<file path="config.mk">
export PLATFORM = sky130hd
export DESIGN_NAME = dpd_loop
export DESIGN_NICKNAME = d
export VERILOG_FILES = /design/src/design/dpd_pkg.sv /design/src/design/dpd_loop.sv /design/src/design/dpd_out_div.sv
export SDC_FILE = /design/constraint.sdc
export NUM_CORES = 2
export LEC_CHECK = 0
export BUFFER_PORTS_ARGS = -buffer_cell sky130_fd_sc_hd__buf_2
export CAP_MARGIN = 10
export CELL_PAD_IN_SITES_DETAIL_PLACEMENT = 0
export CELL_PAD_IN_SITES_GLOBAL_PLACEMENT = 1
export CORE_UTILIZATION = 25
export CTS_BUF_LIST = sky130_fd_sc_hd__clkbuf_16
export DETAILED_ROUTE_END_ITERATION = 8
export GPL_ROUTABILITY_DRIVEN = 0
export HOLD_SLACK_MARGIN = 0.06
export PLACE_DENSITY = 0.48
export SLEW_MARGIN = 20
export SYNTH_ARGS = -nofsm -noshare
export SYNTH_HDL_FRONTEND = slang
export SYNTH_HIERARCHICAL = 1
export SYNTH_SLANG_ARGS = --single-unit
export TNS_END_PERCENT = 50
</file>
<file path="constraint.sdc">
create_clock -name clk_sys -period 29.9 [get_ports clk_sys]
set_clock_uncertainty 0.2 [all_clocks]
set_input_delay 4.485 -clock clk_sys [delete_from_list [all_inputs] [get_ports clk_sys]]
set_output_delay 4.485 -clock clk_sys [all_outputs]
set_load 0.02 [all_outputs]
</file>
<file path="src/design/dpd_pkg.sv">
// Package for the digitally disciplined synthesizer loop: widths, profile layout and reset values.
// Assumes a single system clock domain; every other clock arrives as a pin and is synchronised.
package dpd_pkg;

	// ****************************************
	// Widths and counts
	// ****************************************
	localparam int DPD_FTW_W = 48;
	localparam int DPD_PHASE_W = 32;
	localparam int DPD_NUM_REF = 8;
	localparam int DPD_NUM_PROF = 8;
	localparam int DPD_NUM_OUT = 4;
	localparam int DPD_DIV_W = 8;
	localparam int DPD_AVG_LOG2 = 4;
	localparam int DPD_FB_DIV_W = 16;

	// Phase detector resolution in femtoseconds (0.5 ps) and clock period in femtoseconds.
	localparam longint DPD_PD_RES_FS = 64'd500;
	localparam longint DPD_CLK_PERIOD_FS = 64'd40000000;
	// Detector counts added per clock cycle.
	localparam logic [DPD_PHASE_W-1:0] DPD_PD_STEP = DPD_PHASE_W'(DPD_CLK_PERIOD_FS / DPD_PD_RES_FS);

	// Reference loss: cycles without a reference edge before holdover is entered.
	localparam int DPD_LOSS_CYCLES = 4096;

	// ****************************************
	// Reset values
	// ****************************************
	localparam logic [DPD_FTW_W-1:0] DPD_FTW_RST = 48'h1000_0000_0000;
	localparam logic [2:0] DPD_PROF_RST = 3'h0;
	localparam logic [2:0] DPD_REF_RST = 3'h0;

	// ****************************************
	// Types
	// ****************************************
	typedef enum logic [2:0] {
		DPD_ST_FREE = 3'b001,
		DPD_ST_LOCK = 3'b010,
		DPD_ST_HOLD = 3'b100
	} dpd_state_t;

	// Loop filter coefficients held in one profile, as right-shift amounts.
	typedef struct packed {
		logic [5:0] propShift;
		logic [5:0] intShift;
	} dpd_prof_t;

	// Processor side control bundle.
	typedef struct packed {
		logic wrFtw;
		logic [DPD_FTW_W-1:0] ftwData;
		logic holdUseAvg;
		logic autoHold;
		logic forceHold;
		logic wrProf;
		logic [2:0] wrProfIdx;
		dpd_prof_t wrProfData;
		logic [2:0] selProf;
		logic [2:0] selRef;
	} dpd_ctrl_t;

	// Status bundle back to the processor.
	typedef struct packed {
		logic [DPD_FTW_W-1:0] ftwActive;
		logic [DPD_FTW_W-1:0] ftwAverage;
		logic refPresent;
		logic inHold;
		logic locked;
	} dpd_stat_t;

endpackage

</file>
<file path="src/design/dpd_loop.sv">
// Digital loop: phase detector, profile-based loop filter, synthesizer accumulator, holdover and outputs.
// Assumes reference pins are asynchronous; the system clock source or its internal multiplier lies outside.
//
// Summary of operation
// - Synthesizer runs from the system clock source.
// - Detector feeds filter; filter feeds synthesizer, feedback.
// - Output frequency is tuning word over 2^48.
// - Edge offset measured in 0.5 ps units, one clock period per step.
// - Programmable coefficients set loop bandwidth.
// - Four output pairs, each with divider.
// - Processor reads the active tuning word.
// - Processor writes a tuning word, forcing frequency outside lock.
// - Closed loop aligns feedback frequency and edges.
// - One of eight references selected.
// - Reference loss enters holdover automatically.
// - Holdover word from processor or averager.
// - Block average of applied tuning words kept.
// - Eight profiles; processor switches between them.
`timescale 1ns/10ps
module dpd_loop
	import dpd_pkg::*;
#(
	parameter int LOSS_CYCLES = dpd_pkg::DPD_LOSS_CYCLES,
	parameter int FB_DIV = 1000
) (
	// Clock and reset
	input wire logic clk_sys,
	input wire logic rst,
	// References and outputs
	input wire logic [dpd_pkg::DPD_NUM_REF-1:0] refIn,
	input wire logic [dpd_pkg::DPD_NUM_OUT-1:0] outEnable,
	input wire logic [dpd_pkg::DPD_NUM_OUT*dpd_pkg::DPD_DIV_W-1:0] outDivide,
	output logic [dpd_pkg::DPD_NUM_OUT-1:0] outClk,
	// Processor side
	input wire dpd_pkg::dpd_ctrl_t ctrl,
	output dpd_pkg::dpd_stat_t stat,
	// Synthesizer phase to the converter
	output logic [dpd_pkg::DPD_FTW_W-1:0] synthPhase
);
	import dpd_pkg::*;

	initial begin
		if (LOSS_CYCLES < 2 || FB_DIV < 1 || FB_DIV >= (1 << DPD_FB_DIV_W)) begin
			$error("dpd_loop: unsupported parameter value");
		end
	end

	// ****************************************
	// Reference synchronisation and selection
	// ****************************************
	logic [DPD_NUM_REF-1:0] refMeta_r;
	logic [DPD_NUM_REF-1:0] refSync_r;
	logic refPrev_r;
	logic refSel;
	logic refEdge;

	always_ff @(posedge clk_sys or posedge rst) begin
		if (rst) begin
			refMeta_r <= '0;
			refSync_r <= '0;
		end else begin
			refMeta_r <= refIn;
			refSync_r <= refMeta_r;
		end
	end

	assign refSel = refSync_r[ctrl.selRef];

	always_ff @(posedge clk_sys or posedge rst) begin
		if (rst) begin
			refPrev_r <= 1'b0;
		end else begin
			refPrev_r <= refSel;
		end
	end

	assign refEdge = refSel & ~refPrev_r;

	// ****************************************
	// Reference loss monitor
	// ****************************************
	logic [31:0] lossCnt_r;
	logic refPresent_r;

	always_ff @(posedge clk_sys or posedge rst) begin
		if (rst) begin
			lossCnt_r <= '0;
			refPresent_r <= 1'b0;
		end else if (refEdge) begin
			lossCnt_r <= '0;
			refPresent_r <= 1'b1;
		end else if (lossCnt_r >= 32'(LOSS_CYCLES - 1)) begin
			refPresent_r <= 1'b0;
		end else begin
			lossCnt_r <= lossCnt_r + 32'h1;
		end
	end

	// ****************************************
	// Synthesizer accumulator
	// ****************************************
	logic [DPD_FTW_W-1:0] ftwActive_r;
	logic [DPD_FTW_W-1:0] acc_r;
	logic carry_r;
	logic [DPD_FTW_W:0] accSum;

	// Output frequency = ftw / 2^48 * f_clk; sum wraps modulo 2^48.
	assign accSum = {1'b0, acc_r} + {1'b0, ftwActive_r};

	always_ff @(posedge clk_sys or posedge rst) begin
		if (rst) begin
			acc_r <= '0;
			carry_r <= 1'b0;
		end else begin
			acc_r <= accSum[DPD_FTW_W-1:0];
			carry_r <= accSum[DPD_FTW_W];
		end
	end

	// ****************************************
	// Feedback divider from synthesizer carry
	// ****************************************
	logic [DPD_FB_DIV_W-1:0] fbCnt_r;
	logic fbEdge_r;

	always_ff @(posedge clk_sys or posedge rst) begin
		if (rst) begin
			fbCnt_r <= '0;
			fbEdge_r <= 1'b0;
		end else begin
			fbEdge_r <= 1'b0;
			if (carry_r) begin
				if (fbCnt_r >= DPD_FB_DIV_W'(FB_DIV - 1)) begin
					fbCnt_r <= '0;
					fbEdge_r <= 1'b1;
				end else begin
					fbCnt_r <= fbCnt_r + 1'b1;
				end
			end
		end
	end

	// ****************************************
	// Phase detector
	// ****************************************
	// Offset counts in 0.5 ps units, one clock period added per cycle between the two edges.
	logic signed [DPD_PHASE_W-1:0] pdTimer_r;
	logic signed [DPD_PHASE_W-1:0] pdErr_r;
	logic pdValid_r;
	logic refSeen_r;
	logic fbSeen_r;

	always_ff @(posedge clk_sys or posedge rst) begin
		if (rst) begin
			pdTimer_r <= '0;
			pdErr_r <= '0;
			pdValid_r <= 1'b0;
			refSeen_r <= 1'b0;
			fbSeen_r <= 1'b0;
		end else begin
			pdValid_r <= 1'b0;
			if (refEdge && fbEdge_r) begin
				pdErr_r <= '0;
				pdValid_r <= 1'b1;
				refSeen_r <= 1'b0;
				fbSeen_r <= 1'b0;
				pdTimer_r <= '0;
			end else if ((refEdge && fbSeen_r) || (fbEdge_r && refSeen_r)) begin
				// Positive error: feedback late, so the loop speeds up.
				pdErr_r <= refSeen_r ? pdTimer_r : -pdTimer_r;
				pdValid_r <= 1'b1;
				refSeen_r <= 1'b0;
				fbSeen_r <= 1'b0;
				pdTimer_r <= '0;
			end else if (refEdge || fbEdge_r) begin
				refSeen_r <= refEdge;
				fbSeen_r <= fbEdge_r;
				pdTimer_r <= '0;
			end else if (refSeen_r || fbSeen_r) begin
				pdTimer_r <= pdTimer_r + DPD_PD_STEP;
			end
		end
	end

	// ****************************************
	// Profile store
	// ****************************************
	dpd_prof_t prof_r [DPD_NUM_PROF];
	dpd_prof_t profAct;

	always_ff @(posedge clk_sys or posedge rst) begin
		if (rst) begin
			for (int i = 0; i < DPD_NUM_PROF; i++) begin
				prof_r[i] <= '{propShift: 6'h10, intShift: 6'h18};
			end
		end else if (ctrl.wrProf) begin
			prof_r[ctrl.wrProfIdx] <= ctrl.wrProfData;
		end
	end

	assign profAct = prof_r[ctrl.selProf];

	// ****************************************
	// Loop filter
	// ****************************************
	dpd_state_t state_r;
	logic signed [DPD_FTW_W-1:0] integ_r;
	logic signed [DPD_FTW_W-1:0] errExt;
	logic signed [DPD_FTW_W-1:0] filtOut;

	function automatic logic signed [DPD_FTW_W-1:0] shiftGain(input logic signed [DPD_FTW_W-1:0] v,
			input logic [5:0] s);
		shiftGain = (v <<< 24) >>> s;
	endfunction

	assign errExt = DPD_FTW_W'(pdErr_r);
	assign filtOut = integ_r + shiftGain(errExt, profAct.propShift);

	always_ff @(posedge clk_sys or posedge rst) begin
		if (rst) begin
			integ_r <= $signed(DPD_FTW_RST);
		end else if (state_r == DPD_ST_LOCK && pdValid_r) begin
			integ_r <= integ_r + shiftGain(errExt, profAct.intShift);
		end else if (state_r != DPD_ST_LOCK) begin
			// Seed with the running word so relock starts without a jump.
			integ_r <= $signed(ftwActive_r);
		end
	end

	// ****************************************
	// Mode control
	// ****************************************
	always_ff @(posedge clk_sys or posedge rst) begin
		if (rst) begin
			state_r <= DPD_ST_FREE;
		end else begin
			case (state_r)
				DPD_ST_FREE: begin
					if (refPresent_r && !ctrl.forceHold) begin
						state_r <= DPD_ST_LOCK;
					end
				end
				DPD_ST_LOCK: begin
					if (ctrl.forceHold || (!refPresent_r && ctrl.autoHold)) begin
						state_r <= DPD_ST_HOLD;
					end else if (!refPresent_r) begin
						state_r <= DPD_ST_FREE;
					end
				end
				DPD_ST_HOLD: begin
					if (refPresent_r && !ctrl.forceHold) begin
						state_r <= DPD_ST_LOCK;
					end
				end
				default: begin
					state_r <= DPD_ST_FREE;
				end
			endcase
		end
	end

	// ****************************************
	// Tuning word averager
	// ****************************************
	// Piecewise average: sums 2^N words per block; long blocks trade response for smoothness.
	logic [DPD_FTW_W+DPD_AVG_LOG2-1:0] avgSum_r;
	logic [DPD_AVG_LOG2-1:0] avgCnt_r;
	logic [DPD_FTW_W-1:0] avgOut_r;
	logic [DPD_FTW_W+DPD_AVG_LOG2-1:0] avgNext;

	assign avgNext = avgSum_r + (DPD_FTW_W+DPD_AVG_LOG2)'(ftwActive_r);

	always_ff @(posedge clk_sys or posedge rst) begin
		if (rst) begin
			avgSum_r <= '0;
			avgCnt_r <= '0;
			avgOut_r <= DPD_FTW_RST;
		end else if (state_r == DPD_ST_LOCK && pdValid_r) begin
			avgCnt_r <= avgCnt_r + 1'b1;
			if (avgCnt_r == '1) begin
				avgOut_r <= avgNext[DPD_FTW_W+DPD_AVG_LOG2-1:DPD_AVG_LOG2];
				avgSum_r <= '0;
			end else begin
				avgSum_r <= avgNext;
			end
		end
	end

	// ****************************************
	// Active tuning word
	// ****************************************
	always_ff @(posedge clk_sys or posedge rst) begin
		if (rst) begin
			ftwActive_r <= DPD_FTW_RST;
		end else if (ctrl.wrFtw && state_r != DPD_ST_LOCK) begin
			ftwActive_r <= ctrl.ftwData;
		end else if (state_r == DPD_ST_HOLD && ctrl.holdUseAvg) begin
			ftwActive_r <= avgOut_r;
		end else if (state_r == DPD_ST_LOCK) begin
			ftwActive_r <= filtOut;
		end
	end

	// ****************************************
	// Output pairs
	// ****************************************
	for (genvar g = 0; g < DPD_NUM_OUT; g++) begin : gOut
		dpd_out_div #(.DIV_W(DPD_DIV_W)) uDiv (
			.clk_sys(clk_sys),
			.rst(rst),
			.enable(outEnable[g]),
			.divide(outDivide[g*DPD_DIV_W +: DPD_DIV_W]),
			.tickIn(carry_r),
			.clkOut(outClk[g])
		);
	end

	// ****************************************
	// Status
	// ****************************************
	always_ff @(posedge clk_sys or posedge rst) begin
		if (rst) begin
			stat <= '0;
			synthPhase <= '0;
		end else begin
			stat.ftwActive <= ftwActive_r;
			stat.ftwAverage <= avgOut_r;
			stat.refPresent <= refPresent_r;
			stat.inHold <= (state_r == DPD_ST_HOLD);
			stat.locked <= (state_r == DPD_ST_LOCK);
			synthPhase <= acc_r;
		end
	end

	// ****************************************
	// Checks
	// ****************************************
	a_hold_on_loss: assert property (@(posedge clk_sys) disable iff (rst)
		(state_r == DPD_ST_LOCK && !refPresent_r && ctrl.autoHold) |=> state_r == DPD_ST_HOLD)
		else $error("holdover not entered on reference loss");
	// The edge that releases reset still finds every flop held, so attempts start only once reset has been seen low.
	a_ftw_readback: assert property (@(posedge clk_sys) disable iff (rst)
		!rst |=> stat.ftwActive == $past(ftwActive_r))
		else $error("readback word mismatch");
	a_ftw_force: assert property (@(posedge clk_sys) disable iff (rst)
		(ctrl.wrFtw && state_r != DPD_ST_LOCK) |=> ftwActive_r == $past(ctrl.ftwData))
		else $error("written word not applied");
	a_acc_step: assert property (@(posedge clk_sys) disable iff (rst)
		!rst |=> acc_r == DPD_FTW_W'($past(acc_r) + $past(ftwActive_r)))
		else $error("accumulator step wrong");
	a_hold_avg: assert property (@(posedge clk_sys) disable iff (rst)
		(state_r == DPD_ST_HOLD && ctrl.holdUseAvg && !ctrl.wrFtw) |=> ftwActive_r == $past(avgOut_r))
		else $error("holdover word not from averager");
	a_loss_time: assert property (@(posedge clk_sys) disable iff (rst)
		$fell(refPresent_r) |-> lossCnt_r == 32'(LOSS_CYCLES - 1))
		else $error("reference loss flagged early");
	a_lock_filter: assert property (@(posedge clk_sys) disable iff (rst)
		(state_r == DPD_ST_LOCK && !ctrl.wrFtw && $past(state_r) == DPD_ST_LOCK)
			|=> ftwActive_r == $past(filtOut))
		else $error("locked word not from filter");
	a_fb_period: assert property (@(posedge clk_sys) disable iff (rst)
		fbEdge_r |-> $past(carry_r))
		else $error("feedback edge without carry");

endmodule

</file>
<file path="src/design/dpd_out_div.sv">
// Programmable divider for one output pair, driven by the synthesizer carry enable.
// Assumes the carry enable is a one-cycle pulse on clk_sys.
`timescale 1ns/10ps
module dpd_out_div #(
	parameter int DIV_W = 8
) (
	// Clock and reset
	input wire logic clk_sys,
	input wire logic rst,
	// Control
	input wire logic enable,
	input wire logic [DIV_W-1:0] divide,
	input wire logic tickIn,
	// Output
	output logic clkOut
);
	logic [DIV_W-1:0] count_r;

	initial begin
		if (DIV_W < 2) begin
			$error("dpd_out_div: DIV_W must be at least 2");
		end
	end

	// A divide of zero bypasses the divider and passes the raw carry toggle.
	always_ff @(posedge clk_sys or posedge rst) begin
		if (rst) begin
			count_r <= '0;
			clkOut <= 1'b0;
		end else if (!enable) begin
			count_r <= '0;
			clkOut <= 1'b0;
		end else if (tickIn) begin
			if (divide == '0 || count_r >= divide - 1'b1) begin
				count_r <= '0;
				clkOut <= ~clkOut;
			end else begin
				count_r <= count_r + 1'b1;
			end
		end
	end

endmodule

</file>
After elaboration in Yosys (flattened, before gate mapping)
Index checks and enable logic that the tools add are counted.
Widths: inputs -> output; s select.
{"block": "totals", "out_inout_bits": 151, "ff_bits": 657, "inputBits": 120, "word_cells": 203}
{"block": "op_classes", "n_mux": 64, "shifts": 2, "bitwise": 8, "addsub": 17, "reduce_logical": 36, "n_lt_le_gt_ge": 10, "n_eq_ne": 16}
{"operator": "$mux 48", "count": 5}
{"operator": "$mux 32", "count": 6}
{"operator": "$add 48x48->48", "count": 2}
{"operator": "$bwmux 96", "count": 1}
{"operator": "$mux 8", "count": 12}
{"operator": "$sshr 48x6->48", "count": 2}
{"operator": "$mux 24", "count": 3}
{"operator": "$add 52x48->52", "count": 1}
{"operator": "$mux 52", "count": 1}
{"operator": "$add 48x48->49", "count": 1}
{"operator": "$bmux 12 s3", "count": 1}
{"operator": "$demux 12 s3", "count": 1}
{"operator": "$mux 12", "count": 3}
{"operator": "$add 32x1->32 const B", "count": 1}
{"operator": "$add 32x17->32 const B", "count": 1}
{"operator": "$add 8x1->8 const B", "count": 4}
{"operator": "$ge 32x12->1 const B", "count": 1}
{"operator": "$ge 8x8->1", "count": 4}
{"operator": "$logic_not 8->1", "count": 4}
{"operator": "$sub 8x1->8 const B", "count": 4}
{"operator": "$mux 1", "count": 25}
{"operator": "$neg 24->24", "count": 1}
{"operator": "$ne 2x1->1 const B", "count": 9}
{"operator": "$add 16x1->16 const B", "count": 1}
{"operator": "other kinds (27)", "count": 59}

Longest topological paths before layout
{"block": "depth", "word_depth": 9, "depth_mapped": 27}

Modules after synthesis
The synthesis kept the hierarchy.
{"module": "dpd_loop", "area_each_um2": 36472.5, "seq_area_each_um2": 15074.5, "cells_each": 3908, "n_inst": 1}
{"module": "dpd_out_div", "area_each_um2": 775.7, "seq_area_each_um2": 225.2, "cells_each": 88, "n_inst": 4}

Worst setup path after synthesis
Ideal clock, no wire load.
{"block": "synth_timing", "kind": "input-to-reg", "startpoint": "in ctrl[3] (netlist bit)", "endpoint": "reg ftwActive_r[34]", "setup_time_ns": 0.104, "slack_ns": 20.069, "path_stages": 24, "arrival_time_ns": 9.528, "cell_sequence": "buf_2 buf_6 mux4_2 mux2i_1 buf_2 buf_4 buf_4 mux2i_1 mux2i_1 a21oi_1 o22ai_1 ha_1 fa_1 a211oi_1 o21bai_1 o2111ai_1 a31oi_1 a21oi_1 o21ai_1 a41o_1 a31oi_1 o221ai_1 xnor2_1 a221oi_1"}
{"block": "synth_between", "elab_chain_cells": 9}
{"item": "from (decl)", "line_no": "dpd_loop.sv:35", "text": "input wire dpd_pkg::dpd_ctrl_t ctrl,"}
{"item": "$not 3->4 (implied by the code)", "line_no": "dpd_loop.sv:201", "text": "assign profAct = prof_r[ctrl.selProf];"}
{"item": "$bmux 12 s3", "line_no": "dpd_loop.sv:201"}
{"item": "$mux 12 (implied by the code) (2 in series)", "line_no": "dpd_loop.sv:201"}
{"item": "$sshr 48x6->48", "line_no": "dpd_loop.sv:213", "text": "shiftGain = (v <<< 24) >>> s;"}
{"item": "$add 48x48->48", "line_no": "dpd_loop.sv:217", "text": "assign filtOut = integ_r + shiftGain(errExt, profAct.propShift);"}
{"item": "$mux 48", "line_no": "dpd_loop.sv:299", "text": "end else if (state_r == DPD_ST_LOCK) begin"}
{"item": "$mux 48", "line_no": "dpd_loop.sv:297", "text": "end else if (state_r == DPD_ST_HOLD && ctrl.holdUseAvg) begin"}
{"item": "$mux 48", "line_no": "dpd_loop.sv:295", "text": "end else if (ctrl.wrFtw && state_r != DPD_ST_LOCK) begin"}
{"item": "to (signal assigned)", "line_no": "dpd_loop.sv:296", "text": "ftwActive_r <= ctrl.ftwData;"}
{"item": "to (signal assigned)", "line_no": "dpd_loop.sv:298", "text": "ftwActive_r <= avgOut_r;"}
{"item": "to (signal assigned)", "line_no": "dpd_loop.sv:300", "text": "ftwActive_r <= filtOut;"}
{"item": "to (decl)", "line_no": "dpd_loop.sv:102", "text": "logic [DPD_FTW_W-1:0] ftwActive_r;"}
No other way between the ends. The select of a mux whose other input is x is not followed.
A chain may end at the register's enable or synchronous reset.

Final worst setup path
{"block": "layout_timing", "startpoint": "in ctrl[3] (netlist bit)", "endpoint": "reg integ_r[44]"}
{"block": "layout_between", "elab_chain_cells": 7}
{"item": "$not 3->4 (implied by the code)", "line_no": "dpd_loop.sv:201"}
{"item": "$bmux 12 s3", "line_no": "dpd_loop.sv:201"}
{"item": "$mux 12 (implied by the code) (2 in series)", "line_no": "dpd_loop.sv:201"}
{"item": "$sshr 48x6->48", "line_no": "dpd_loop.sv:213"}
{"item": "$add 48x48->48", "line_no": "dpd_loop.sv:223", "text": "integ_r <= integ_r + shiftGain(errExt, profAct.intShift);"}
{"item": "$mux 48", "line_no": "dpd_loop.sv:222", "text": "end else if (state_r == DPD_ST_LOCK && pdValid_r) begin"}
{"item": "to (signal assigned)", "line_no": "dpd_loop.sv:221", "text": "integ_r <= $signed(DPD_FTW_RST);"}
{"item": "to (signal assigned)", "line_no": "dpd_loop.sv:223"}
{"item": "to (signal assigned)", "line_no": "dpd_loop.sv:226", "text": "integ_r <= $signed(ftwActive_r);"}
{"item": "to (decl)", "line_no": "dpd_loop.sv:207", "text": "logic signed [DPD_FTW_W-1:0] integ_r;"}
No other way between the ends. The select of a mux whose other input is x is not followed.

==> reports/results.md <==
| Quantity | Reported |
|---|---|
| Antenna violation net count after detailed routing | 0 |
| Max Clock Freq | 89.9 MHz |
| DIE AREA | 160000 µm² |
| First-pass iteration count of the detailed router | 6 |
| Clock Tree Buf Depth | 3 |
| Area overhead of the layout relative to synthesis | 15.9% |
| Ratio of cells with drive above 1 in the final layout | 15.0% |
| Fraction of the mapped netlist area in compound gates | 19.5% |
| Commonest cells after routing, fill and taps aside | sky130_fd_sc_hd__dfrtp_1 (608), sky130_fd_sc_hd__nand2_1 (511), sky130_fd_sc_hd__a21oi_1 (378) |
| Cells after synthesis | 4260 |
| Origin of the critical flop-to-flop path | prof_r[48] |
| Count of cells along the worst register-to-register path | 21 |
| Hold slack final | 145 ps |
| Number of H-tree levels | 3 |
| Warning count from the yosys run | 6 |
| Switching share of power | 47.6% |
| Slew Limit Fails | 0 |
| Detailed Route Iter0 Violations | 1871 |
| Required time reported for the critical path endpoint | 30280 ps |
| Period minus WS final | 11130 ps |
| Clock Sinks | 637 |
| Leakage power | 20.8 nW |
| Leftover overflow at the end of global routing | 0 |
| Wire length of the first global-routing pass | 210000 µm |
| Setup Slack @ Placement | 18120 ps |
| Share of cell area taken by muxes after synthesis | 8.50% |
| Endpoint type of the worst setup path | flip-flop |
| Initial core utilization | 25.2% |
| CP arrival | 11510 ps |
| Register bit total from synthesis | 637 |
| Number of nets produced by synthesis | 4624 |
| Share of the synthesized netlist area taken by xor and xnor gates | 5.89% |
| RSZ-0062 raised after global routing | false |
| Area inside the core boundary | 157000 µm² |
| Cell area after technology mapping | 39600 µm² |
| End of the worst register-to-register path | integ_r[44] |
| Overall routed net length | 140000 µm |
| Share of total power in the clock network | 18.7% |
| Antenna violations before repair | 9 |
| Cell-internal power | 2.85 mW |
| Type of the setup path with the least slack | primary input to flip-flop |
| Worst skew pair latency | 700 ps |
| Final worst slack | 18770 ps |
| Post-route setup TNS | 0 ps |
| I/O pins | 271 |
| DIE HEIGHT | 400 µm |
| Relative slew slack | 29.2% |
| Combinational share of power | 55.8% |
| Clock root buffer | sky130_fd_sc_hd__clkbuf_16 |
| Total chip power | 5.44 mW |
| Post-detailed-placement half-perimeter wirelength | 106000 µm |
| Net count reported at finish | 4796 |
| Vias | 32200 |
| Result of the run | finished, final reports clean |
| Async S/R FF share, synth | 100% |
| Pwr dens | 119 nW/µm² |
| Hold Crit Class | flip-flop to flip-flop |
| Max-cap violation count | 0 |
| Hold Path Origin | refMeta_r[3] |
| Portion of the clock cycle consumed by the worst path in the final layout | 37.2% |
| Measured slew at the worst slew-check pin | 1050 ps |
| Buffers added on ports | 270 |
| Area fraction in and, or, nand and nor cells after synthesis | 14.7% |
| Number of buffers created by CTS | 80 |
| Maximum resistive drop on vdd | 45.7 µV |
| Number of core rows | 145 |
| All-Layer GR Usage | 17.3% |
| Adder and majority cell fraction of the synthesized area | 7.79% |
| Dominant synthesized flop cell | sky130_fd_sc_hd__dfrtp_1 |
| Hold Violations, Final | 0 |
| Number of global-route vias before repair | 32100 |
| Maximum number of pins on one net before global-route repair | 99 |
| Clock tree from TritonCTS | built |
| Setup violation total in the final timing report | 0 |
| Sequential share of power | 25.5% |
| Setup slack, reg-to-reg | 22820 ps |
| Most frequent standard cell in the layout excluding fill and tap cells | sky130_fd_sc_hd__dfrtp_1 |
| Synth Area per Inst | 9.29 µm² |
| Number of different library cells in the post-synthesis netlist | 94 |
| Drc violations | 0 |
| Clk slew on worst S/H paths | 50 ps |
| Post CTS Setup Buffer Count | 0 |
| WL per Instance | 21.3 µm |
| Count of flip-flops with a built-in enable after synthesis | 0 |
| Critical-path maximum fanout | 33 |
| Largest family of logic cells by synthesized area | compound AO/OA/AOI/OAI gates |
| Die outline width | 400 µm |
| Count of cells resized by post-cts repair | 0 |
| Startpoint type of the worst setup path | primary input |
| Cell depth of the worst hold path | 0 |
| Post-synthesis sequential area ratio | 40.4% |
| Net switching power figure | 2.59 mW |
| Total of hold buffers inserted after clock tree synthesis | 0 |
| Vias per std cell | 4.91 |
| Endpoint of the worst hold path | refSync_r[3] |
state kept, by name (all words and copies together), names as in the netlist, 3 cells and up:
register           flops
refSync_r              8
integ_r               48
lossCnt_r             32
pdTimer_r             17
avgCnt_r               4
avgSum_r              52
ftwActive_r           48
gOut.uDiv/clkOut       4
stat                  99
state_r                3
pdErr_r               19
gOut.uDiv/count_r     32
avgOut_r              48
synthPhase            48
acc_r                 48
fbCnt_r               16
prof_r                96
refMeta_r              8
worst max-delay path by stage:
stage,end,cells past startpoint,from
final,integ_r[44],23,ctrl[3]
after global routing,integ_r[44],24,ctrl[3]
after CTS,integ_r[44],23,ctrl[3]
after detailed placement,integ_r[44],23,ctrl[3]
after global placement,integ_r[44],23,ctrl[3]
after floorplan,acc_r[0],1,rst
kinds of logic (layout without fill, tap and decap cells):
family | count (synthesis) | count (layout)
AND/OR/NAND/NOR | 1273 | 1273
AO/OA/AOI/OAI | 1231 | 1231
flip-flops | 637 | 637
buffers and inverters | 323 | 561
multiplexers | 286 | 286
XOR/XNOR | 266 | 266
adder cells (fa/ha/maj) | 244 | 244
other | 0 | 6
worst max-delay path, cell delays in order:
cell and delay [ps]:
sky130_fd_sc_hd__buf_2 80, sky130_fd_sc_hd__buf_4 430, sky130_fd_sc_hd__mux4_2 610, sky130_fd_sc_hd__mux2i_4 160, sky130_fd_sc_hd__buf_4 410, sky130_fd_sc_hd__mux4_2 620
sky130_fd_sc_hd__mux2i_1 470, sky130_fd_sc_hd__mux2i_1 240, sky130_fd_sc_hd__a21oi_1 200, sky130_fd_sc_hd__o32ai_1 150, sky130_fd_sc_hd__ha_1 260, sky130_fd_sc_hd__fa_1 420
sky130_fd_sc_hd__a21oi_1 200, sky130_fd_sc_hd__o21ai_0 160, sky130_fd_sc_hd__a21oi_1 580, sky130_fd_sc_hd__a211oi_1 350, sky130_fd_sc_hd__o21ai_1 350, sky130_fd_sc_hd__a21oi_1 180
sky130_fd_sc_hd__nor4_1 540, sky130_fd_sc_hd__o31ai_1 190, sky130_fd_sc_hd__xnor2_1 160, sky130_fd_sc_hd__mux2i_1 90, sky130_fd_sc_hd__o21ai_1 130
metal layers:
| metal | vias to the layer above | GRT usage (%) | part of all wire, % |
|---|---|---|---|
| met5 | - | 0 | 0.046 |
| met4 | 10 | 4.13 | 2.1 |
| met3 | 138 | 2.44 | 3.7 |
| met2 | 566 | 28.2 | 46 |
| met1 | 15800 | 24.0 | 48 |
| li1 | 15700 | - | - |
per-stage QoR:
stage | instances | area [µm²] | util, %
global placement | 6407 | 43100 | 27.5
detailed placement | 6407 | 43100 | 27.5
CTS | 6555 | 45800 | 29.2
finish | 6562 | 45900 | 29.3
floorplan | 4260 | 39600 | -
global route | 6556 | 45800 | 29.2
power by group through the flow:
stage                     Clock, mW  Sequential (mW)  Combinational [mW]
after floorplan                   0             1.34                2.12
after global placement            0             1.41                3.06
after detailed placement          0             1.41                3.03
after CTS                      1.06             1.40                3.04
after global routing           1.09             1.43                3.35
final                          1.02             1.39                3.04
cell usage after synthesis (all sizes together), types with 26 or more instances:
cell type,instances,area share [%]
a211oi,49,0.97
a21o,114,2.2
a21oi,381,4.9
a22o,26,0.58
a31oi,42,0.66
and2,27,0.43
and3,32,0.51
buf,53,0.72
clkbuf,177,1.7
dfrtp,609,39
dfstp,28,1.9
ha,240,7.6
inv,92,0.87
mux2,113,3.2
mux2i,146,3.7
mux4,27,1.5
nand2,515,4.9
nand2b,28,0.44
nand3,88,1.1
nand4,48,0.76
nor2,320,3.0
nor2b,56,0.89
nor3,51,0.64
o211ai,38,0.78
o21ai,344,4.4
o21bai,40,0.76
xnor2,158,3.5
xor2,108,2.4
layout make-up:
class | count | area (µm²)
diodes | 6 | 15.0
fillers | 16600 | 111000
clock buffers | 80 | 2000
clock inverters | 68 | 761
flip-flops and latches | 637 | 16000
inverters | 93 | 357
well taps | 2058 | 2570
repair buffers | 320 | 1740
multi-input cells | 3300 | 22400
Power figures use the tool's default switching activity.
